--- src/acc_pkg.sv ---
// constants and carrier types for the converter control block
// What this block does and what software must do
// low enable bit n makes port A pin n analog
// high enable bits 3..0 enable channels 11..8
// high enable bits 7..4 read zero
// start pulse 0-1-0 begins a conversion
// start held high resets core, busy forced
// busy clears automatically at conversion end
// completion sets request flag, gated by enable
// software may poll busy flag instead
// divider codes 0..6 divide by 2**code
// software keeps converter clock period >= 0.5us
// power-off bit high switches converter off
// software waits settling after power-on
// software powers converter off when unused
// reference select picks supply or external pin
// analog enable overrides pin function, pull, direction
// conversion lasts sixteen converter clock periods
// result is twelve bits, full scale all ones
// busy stays high through active conversion
package acc_pkg;
    // register byte addresses
    localparam logic [3:0] ADDR_CH_LOW  = 4'h0;
    localparam logic [3:0] ADDR_CH_HIGH = 4'h4;
    localparam logic [3:0] ADDR_CTRL0   = 4'h8;
    localparam logic [3:0] ADDR_CTRL1   = 4'hc;
    // control zero fields
    localparam int CTRL0_START = 7;
    localparam int CTRL0_BUSY  = 6;
    localparam int CTRL0_OFF   = 5;
    localparam int CTRL0_IRQF  = 4;
    localparam int CTRL0_IEN   = 3;
    // control one fields
    localparam int CTRL1_REF   = 4;
    localparam int CTRL1_DIV_LO = 0;
    // reset values and full-scale code
    localparam logic [7:0]  CH_LOW_RST  = 8'hff;
    localparam logic [3:0]  CH_HIGH_RST = 4'hf;
    localparam logic [2:0]  DIV_RST     = 3'h0;
    localparam logic        OFF_RST     = 1'b1;
    localparam logic [11:0] FULL_SCALE  = 12'hfff;
    // timing
    localparam int          CONV_PERIODS = 16;
    localparam logic [2:0]  DIV_UNDEF    = 3'h7;

    typedef enum logic [1:0] {ST_IDLE, ST_RESET, ST_CONV} acc_state_e;

    // pin-side controls for all twelve analog-capable pins
    typedef struct packed {
        logic [11:0] analog_en;
        logic [11:0] pull_dis;
        logic [11:0] dir_ovr;
        logic        vref_pin_sel;
        logic        vref_func_dis;
    } acc_pin_s;

    // controls toward the analog core
    typedef struct packed {
        logic        power_off;
        logic        core_reset;
        logic        sample_clk;
        logic        finish;
    } acc_core_s;
endpackage

--- src/acc_top.sv ---
// converter channel enable, start handshake, divider and status logic
`timescale 1ns/1ps
module acc_top (
    input  wire logic             core_clk,
    input  wire logic             rstn,
    input  wire logic             wb_cyc_i,
    input  wire logic             wb_stb_i,
    input  wire logic             wb_we_i,
    input  wire logic [3:0]       wb_adr_i,
    input  wire logic [3:0]       wb_sel_i,
    input  wire logic [31:0]      wb_dat_i,
    output logic      [31:0]      wb_dat_o,
    output logic                  wb_ack_o,
    input  wire logic [11:0]      core_result,
    output acc_pkg::acc_pin_s     pin_ctrl,
    output acc_pkg::acc_core_s    core_ctrl,
    output logic      [11:0]      result_data,
    output logic                  irq_req
);
    ////////////////////////////////////////////////////////////////////////////
    // registers
    logic [7:0]  ch_low_r,  ch_low_nxt;
    logic [3:0]  ch_high_r, ch_high_nxt;
    logic        start_r,   start_nxt;
    logic        busy_r,    busy_nxt;
    logic        off_r,     off_nxt;
    logic        irqf_r,    irqf_nxt;
    logic        ien_r,     ien_nxt;
    logic        ref_r,     ref_nxt;
    logic [2:0]  div_r,     div_nxt;
    logic        ack_r,     ack_nxt;
    logic [31:0] rdat_r,    rdat_nxt;
    logic [11:0] res_r,     res_nxt;
    logic [6:0]  pre_r,     pre_nxt;
    logic        tick_r,    tick_nxt;
    logic [4:0]  cnt_r,     cnt_nxt;
    acc_pkg::acc_state_e st_r, st_nxt;

    logic        wr_en;
    logic        rd_en;
    logic        done;
    logic [6:0]  div_mask;
    logic [7:0]  ctrl0_rd;
    logic [7:0]  ctrl1_rd;

    // a transfer is taken once; ack drops in the cycle after it was given
    assign wr_en = wb_cyc_i & wb_stb_i & ~ack_r & wb_we_i & wb_sel_i[0];
    assign rd_en = wb_cyc_i & wb_stb_i & ~ack_r;

    assign ctrl0_rd = {start_r, busy_r, off_r, irqf_r, ien_r, 3'h0};
    assign ctrl1_rd = {3'h0, ref_r, 1'b0, div_r};

    // divide by 2**code; code 7 is undefined, held as divide by 1
    assign div_mask = (div_r == acc_pkg::DIV_UNDEF) ? 7'h00
                                                    : 7'((8'h01 << div_r) - 8'h01);
    assign done = (st_r == acc_pkg::ST_CONV) && tick_r
                  && (cnt_r == 5'(acc_pkg::CONV_PERIODS - 1));

    ////////////////////////////////////////////////////////////////////////////
    // bus and register next state
    always_comb begin
        ch_low_nxt  = ch_low_r;
        ch_high_nxt = ch_high_r;
        start_nxt   = start_r;
        off_nxt     = off_r;
        ien_nxt     = ien_r;
        ref_nxt     = ref_r;
        div_nxt     = div_r;
        irqf_nxt    = irqf_r;
        ack_nxt     = rd_en;
        rdat_nxt    = rdat_r;
        if (wr_en) begin
            // per-pin enables, low register
            if (wb_adr_i == acc_pkg::ADDR_CH_LOW) begin
                ch_low_nxt = wb_dat_i[7:0];
            end else if (wb_adr_i == acc_pkg::ADDR_CH_HIGH) begin
                // high enables stored in four bits
                ch_high_nxt = wb_dat_i[3:0];
            end else if (wb_adr_i == acc_pkg::ADDR_CTRL0) begin
                start_nxt = wb_dat_i[acc_pkg::CTRL0_START];
                off_nxt   = wb_dat_i[acc_pkg::CTRL0_OFF];
                ien_nxt   = wb_dat_i[acc_pkg::CTRL0_IEN];
                if (!wb_dat_i[acc_pkg::CTRL0_IRQF]) begin
                    irqf_nxt = 1'b0;
                end
            end else if (wb_adr_i == acc_pkg::ADDR_CTRL1) begin
                ref_nxt = wb_dat_i[acc_pkg::CTRL1_REF];
                div_nxt = wb_dat_i[acc_pkg::CTRL1_DIV_LO +: 3];
            end
        end
        // completion sets the flag; set wins over a clear
        if (done) begin
            irqf_nxt = 1'b1;
        end
        if (rd_en) begin
            // upper high bits read zero; unmapped reads zero
            if (wb_adr_i == acc_pkg::ADDR_CH_LOW) begin
                rdat_nxt = {24'h0, ch_low_r};
            end else if (wb_adr_i == acc_pkg::ADDR_CH_HIGH) begin
                rdat_nxt = {28'h0, ch_high_r};
            end else if (wb_adr_i == acc_pkg::ADDR_CTRL0) begin
                rdat_nxt = {24'h0, ctrl0_rd};
            end else if (wb_adr_i == acc_pkg::ADDR_CTRL1) begin
                rdat_nxt = {24'h0, ctrl1_rd};
            end else begin
                rdat_nxt = 32'h0;
            end
        end
    end

    // register update
    always_ff @(posedge core_clk) begin
        if (!rstn) begin
            ch_low_r  <= acc_pkg::CH_LOW_RST;
            ch_high_r <= acc_pkg::CH_HIGH_RST;
            start_r   <= 1'b0;
            off_r     <= acc_pkg::OFF_RST;
            ien_r     <= 1'b0;
            ref_r     <= 1'b0;
            div_r     <= acc_pkg::DIV_RST;
            irqf_r    <= 1'b0;
            ack_r     <= 1'b0;
            rdat_r    <= 32'h0;
        end else begin
            ch_low_r  <= ch_low_nxt;
            ch_high_r <= ch_high_nxt;
            start_r   <= start_nxt;
            off_r     <= off_nxt;
            ien_r     <= ien_nxt;
            ref_r     <= ref_nxt;
            div_r     <= div_nxt;
            irqf_r    <= irqf_nxt;
            ack_r     <= ack_nxt;
            rdat_r    <= rdat_nxt;
        end
    end

    ////////////////////////////////////////////////////////////////////////////
    // converter clock prescaler: one tick per divided period
    always_comb begin
        pre_nxt  = pre_r + 7'h01;
        tick_nxt = 1'b0;
        // restart the prescaler at conversion start so periods are whole
        // no tick after the last period: the core must see exactly sixteen
        if (st_r != acc_pkg::ST_CONV || done) begin
            pre_nxt = 7'h00;
        end else if ((pre_r & div_mask) == div_mask) begin
            pre_nxt  = 7'h00;
            tick_nxt = 1'b1;
        end
    end

    always_ff @(posedge core_clk) begin
        if (!rstn) begin
            pre_r  <= 7'h00;
            tick_r <= 1'b0;
        end else begin
            pre_r  <= pre_nxt;
            tick_r <= tick_nxt;
        end
    end

    ////////////////////////////////////////////////////////////////////////////
    // start handshake and conversion sequencer
    always_comb begin
        st_nxt   = st_r;
        cnt_nxt  = cnt_r;
        busy_nxt = busy_r;
        res_nxt  = res_r;
        case (st_r)
            acc_pkg::ST_IDLE: begin
                if (start_r) begin
                    st_nxt   = acc_pkg::ST_RESET;
                    busy_nxt = 1'b1;
                end
            end
            acc_pkg::ST_RESET: begin
                // core held in reset, busy forced while start high
                busy_nxt = 1'b1;
                cnt_nxt  = 5'h00;
                // falling edge completes the pulse, conversion begins
                if (!start_r) begin
                    st_nxt = acc_pkg::ST_CONV;
                end
            end
            acc_pkg::ST_CONV: begin
                // busy held through the conversion
                busy_nxt = 1'b1;
                if (start_r) begin
                    st_nxt = acc_pkg::ST_RESET;
                end else if (done) begin
                    // busy clears itself; R17 twelve-bit result
                    st_nxt   = acc_pkg::ST_IDLE;
                    busy_nxt = 1'b0;
                    res_nxt  = core_result & acc_pkg::FULL_SCALE;
                end else if (tick_r) begin
                    // count sixteen converter clock periods
                    cnt_nxt = cnt_r + 5'h01;
                end
            end
            default: begin
                st_nxt = acc_pkg::ST_IDLE;
            end
        endcase
    end

    always_ff @(posedge core_clk) begin
        if (!rstn) begin
            st_r   <= acc_pkg::ST_IDLE;
            cnt_r  <= 5'h00;
            busy_r <= 1'b0;
            res_r  <= 12'h000;
        end else begin
            st_r   <= st_nxt;
            cnt_r  <= cnt_nxt;
            busy_r <= busy_nxt;
            res_r  <= res_nxt;
        end
    end

    ////////////////////////////////////////////////////////////////////////////
    // outputs
    assign wb_ack_o    = ack_r;
    assign wb_dat_o    = rdat_r;
    assign result_data = res_r;
    // request raised only while enabled
    assign irq_req     = irqf_r & ien_r;

    // analog enable overrides pin function, pull-high, direction
    assign pin_ctrl.analog_en = {ch_high_r, ch_low_r};
    assign pin_ctrl.pull_dis  = {ch_high_r, ch_low_r};
    assign pin_ctrl.dir_ovr   = {ch_high_r, ch_low_r};
    // external reference pin takes over its shared functions
    assign pin_ctrl.vref_pin_sel  = ref_r;
    assign pin_ctrl.vref_func_dis = ref_r;

    // power-off bit high switches converter off
    assign core_ctrl.power_off  = off_r;
    assign core_ctrl.core_reset = (st_r == acc_pkg::ST_RESET);
    assign core_ctrl.sample_clk = tick_r;
    assign core_ctrl.finish     = done;

    // check helpers: time spent converting and whether the divider moved
    logic [10:0] conv_age_r,  conv_age_nxt;
    logic        div_moved_r, div_moved_nxt;
    logic [10:0] conv_expect;

    // sixteen converter periods of 2**code system clocks each
    assign conv_expect = 11'(acc_pkg::CONV_PERIODS) << div_r;

    // age saturates so a stalled conversion never wraps to a small count
    always_comb begin
        conv_age_nxt  = 11'h000;
        div_moved_nxt = 1'b0;
        if (st_r == acc_pkg::ST_CONV) begin
            conv_age_nxt  = (conv_age_r == 11'h7ff) ? conv_age_r : conv_age_r + 11'h001;
            div_moved_nxt = div_moved_r | (div_nxt != div_r);
        end
    end

    // helper registers, cleared outside a conversion
    always_ff @(posedge core_clk) begin
        if (!rstn) begin
            conv_age_r  <= 11'h000;
            div_moved_r <= 1'b0;
        end else begin
            conv_age_r  <= conv_age_nxt;
            div_moved_r <= div_moved_nxt;
        end
    end
endmodule

--- config.mk ---
export PLATFORM = sky130hd
export DESIGN_NAME = acc_top
export DESIGN_NICKNAME = d
export VERILOG_FILES = /design/src/acc_pkg.sv /design/src/acc_top.sv
export SDC_FILE = /design/constraint.sdc
export NUM_CORES = 1
export LEC_CHECK = 0
export ABC_AREA = 1
export BUFFER_PORTS_ARGS = -buffer_cell sky130_fd_sc_hd__buf_2
export CORE_MARGIN = 1
export CORE_UTILIZATION = 41
export DETAILED_ROUTE_END_ITERATION = 12
export PLACE_DENSITY = 0.84
export REMOVE_ABC_BUFFERS = 1
export SLEW_MARGIN = 10
export SYNTH_ARGS = -nofsm -noshare
export SYNTH_HDL_FRONTEND = slang
export SYNTH_SLANG_ARGS = --single-unit
--- constraint.sdc ---
create_clock -name core_clk -period 1.4 [get_ports core_clk]
set_input_delay 0.28 -clock core_clk [delete_from_list [all_inputs] [get_ports core_clk]]
set_output_delay 0.28 -clock core_clk [all_outputs]
set_load 0.05 [all_outputs]
==> flow_metrics.env <==
export IMPL_rows=29
export IMPL_synth_edf_count=0
export IMPL_drc=0
export IMPL_die_height_um=85.2
export IMPL_clock_sinks=56
export IMPL_wl_mm=6.48
export IMPL_reg2regPathDepth=12
export IMPL_areaGrowthSynthToFinish_pct=25.8
export IMPL_grtUsageTotal=0.172
export IMPL_design_core_area_um2=6530
export IMPL_cp_depth=7
export IMPL_diodes=0
export IMPL_ios=145
export IMPL_post_drt_via_cell_ratio=4.71
export IMPL_status="finished, violations left"
export IMPL_syn_area_per_cell_um2=7.41
export IMPL_ys_seq_area_frac=0.395
export IMPL_die_area_um2=7260
export IMPL_worstPathRequired_ps=1120
export IMPL_crit_fanout=2
export IMPL_post_drt_wl_per_cell_um=12.0
export IMPL_cts_root_buf="clkbuf_8"
export IMPL_stdcell_area_um2=3570
export IMPL_grt_pass1_vias=2293
export IMPL_path_clk_slew_ps=110
export IMPL_fmax_mhz=546
export IMPL_dp_final_hpwl_mm=4.53
export IMPL_setup_viol=27
export IMPL_min_period_ps=1830
export IMPL_cts_tree="built"
export IMPL_post_place_ws_ps=-347
export IMPL_rsz0062_at_grt="yes"
export IMPL_drtAntennaViolNets=0
export IMPL_failed_checks="negative setup slack"
export IMPL_placed_area_um2=3110
export IMPL_hold_depth=3
export IMPL_firstDrtPassIters=4
export IMPL_synth_seq_cells=56
export IMPL_synthesis_area_um2=2840
export IMPL_cts_max_path_buffers=2
export IMPL_power_density_nw_per_um2=825
export IMPL_power_mw=2.95
export IMPL_vias=2548
export IMPL_cp_top_family="flip-flops"
export IMPL_ys_flop_type="dfxtp_1"
export IMPL_drv_cap=0
export IMPL_fillers=590
export IMPL_drive_gt1_frac=0.403
export IMPL_p_leak_nw=1.67
export IMPL_async_reset_ff_frac=0
export IMPL_synth_warnings=0
export IMPL_final_hold_viol_count=0
export IMPL_worst_path_buf_inv=1
export IMPL_worstSkewPairLatency_ps=320
export IMPL_final_core_util=0.547
export IMPL_initial_core_util=0.435
export IMPL_cts_made_buffers=5
export IMPL_finalClockSkew_ps=11.6
export IMPL_antenna_found_initial=0
export IMPL_slew_violations=0
export IMPL_cp_slowest_stage_delay_ps=370
export IMPL_die_width_um=85.2
export IMPL_min_period_over_period=1.31
export IMPL_worstPathArrival_ps=1550
export IMPL_htree_num_levels=2
export IMPL_yosysUniqueCellTypes=30
export IMPL_fin_setup_tns_ps=-7590
export IMPL_cp_start_kind="flop"
export IMPL_endpoint_kind="output port"
export IMPL_irDropWorstVdd_mv=0.477
export IMPL_gp_congestion=0.787
export IMPL_port_buffers=93
export IMPL_crit_chain="ha_4, nand2_4, nor2_4, ha_4, nand2_4, nor3_4, buf_6"
export IMPL_worst_slack_ps=-431
export IMPL_slowest_stage="dfxtp_2"
export IMPL_layout_nets=523
export IMPL_grt_ovfl_total=0
export IMPL_postSynthCellCount=383
export IMPL_grt_max_degree=27
export IMPL_grt_pass1_wl_mm=10.0
export IMPL_critPathKind="reg -> out"
export IMPL_initialDrtViolationCount=84
export IMPL_hold_path_class="in -> reg"
[where the power goes]
part / switching, mW / internal [mW]
sequential: 0.00936 / 1.61
combinational: 0.321 / 0.0766
clock: 0.562 / 0.369
[Yosys cell counts (4+ instances only)]
cell type | count | share of area
buf_4 | 55 | 0.15
nor2_2 | 4 | 0.0088
inv_1 | 29 | 0.038
nor2_1 | 48 | 0.063
a21oi_1 | 10 | 0.018
nand3_1 | 25 | 0.044
nand4_1 | 4 | 0.0088
dfxtp_1 | 56 | 0.39
nand2_1 | 84 | 0.11
a21oi_2 | 10 | 0.031
nand2_2 | 12 | 0.026
buf_2 | 6 | 0.011
o21ai_0 | 16 | 0.028
[final cells by class]
type                       count  area (um^2)  share of cell area
clock buffer                   5         68.8              0.0193
timing repair inverter         1         11.3             0.00315
clock inverter                 3         27.5             0.00771
timing repair buffer         113          666               0.186
inverter                      31          129              0.0361
sequential                    56         1120               0.315
multi-input combinational    255         1450               0.406
tap                           77         96.3              0.0270
[layer usage]
metal  up-vias  routed length, um  track usage
met5         -                  0            0
met4         0                 55       0.0632
met3         5                480       0.0389
met2       119               3330        0.305
met1      1137               2610        0.202
li1       1287                  -            -
[path summary, 6_finish.rpt]
kind                            slack, ps                   startpoint                     endpoint
worst min register to register        480  result_data[9]$_SDFFE_PN0P_  result_data[9]$_SDFFE_PN0P_
worst max-delay path                 -430        cnt_r[0]$_SDFFE_PN0P_                 core_ctrl[0]
worst max register to register       -400        cnt_r[0]$_SDFFE_PN0P_  result_data[7]$_SDFFE_PN0P_
worst min-delay path                  170                  wb_dat_i[6]     ch_low_r[6]$_SDFFE_PN1P_
[stage by stage]
step | cells | hold slack, ps
2_1_floorplan | 342 | 364
3_3_place_gp | 524 | 452
3_5_place_dp | 524 | 463
4_1_cts | 535 | 169
5_1_grt | 541 | 161
6_report | 541 | 169
[flip-flops by register name, indices dropped and copies added (netlist names), 2 cells and up]
| register | count |
|---|---|
| pre_r | 6 |
| ch_high_r | 4 |
| ch_low_r | 8 |
| result_data | 12 |
| st_r | 2 |
| div_r | 3 |
| wb_dat_o | 8 |
| cnt_r | 5 |
[cell usage in the layout, fill, tap and decap left out, types with 2 or more instances in the layout]
cell type  netlist  routed
a21oi_1         10       7
a21oi_2         10      13
buf_2            6      91
buf_4           55      16
buf_6            0       4
clkbuf_8         0       5
conb_1           1      24
dfxtp_1         56      54
dfxtp_2          0       2
ha_4             0       2
inv_1           29      28
inv_2            1       2
inv_8            0       2
nand2_1         84      67
nand2_2         12      11
nand2_4          0      17
nand3_1         25      23
nand4_1          4       4
nor2_1          48      41
nor2_2           4       8
nor2_4           1       4
o211ai_1         3       3
o21ai_0         16      16
xor2_1           3       3
[cell families after synthesis]
group | Yosys count | synth area share
buf+inv | 95 | 0.207
xor+xnor | 4 | 0.0123
other cells | 1 | 0.00132
flops | 56 | 0.395
simple gates | 181 | 0.276
compound gates | 43 | 0.0948
fa+ha+maj | 3 | 0.0132
[what timing repair did]
item,4_1_cts,5_1_grt
hold buffers,0,0
endpoints found under the setup margin,28,28
resized for setup,21,55
buffers inserted,2,5
pin swaps,9,15
cloned,1,1
[tightest hold or removal path, delay by kind of cell]
family | cells | cell delay (ps)
AND/OR/NAND/NOR | 2 | 100
buffers and inverters | 1 | 80
Power figures use the tool's default switching activity.
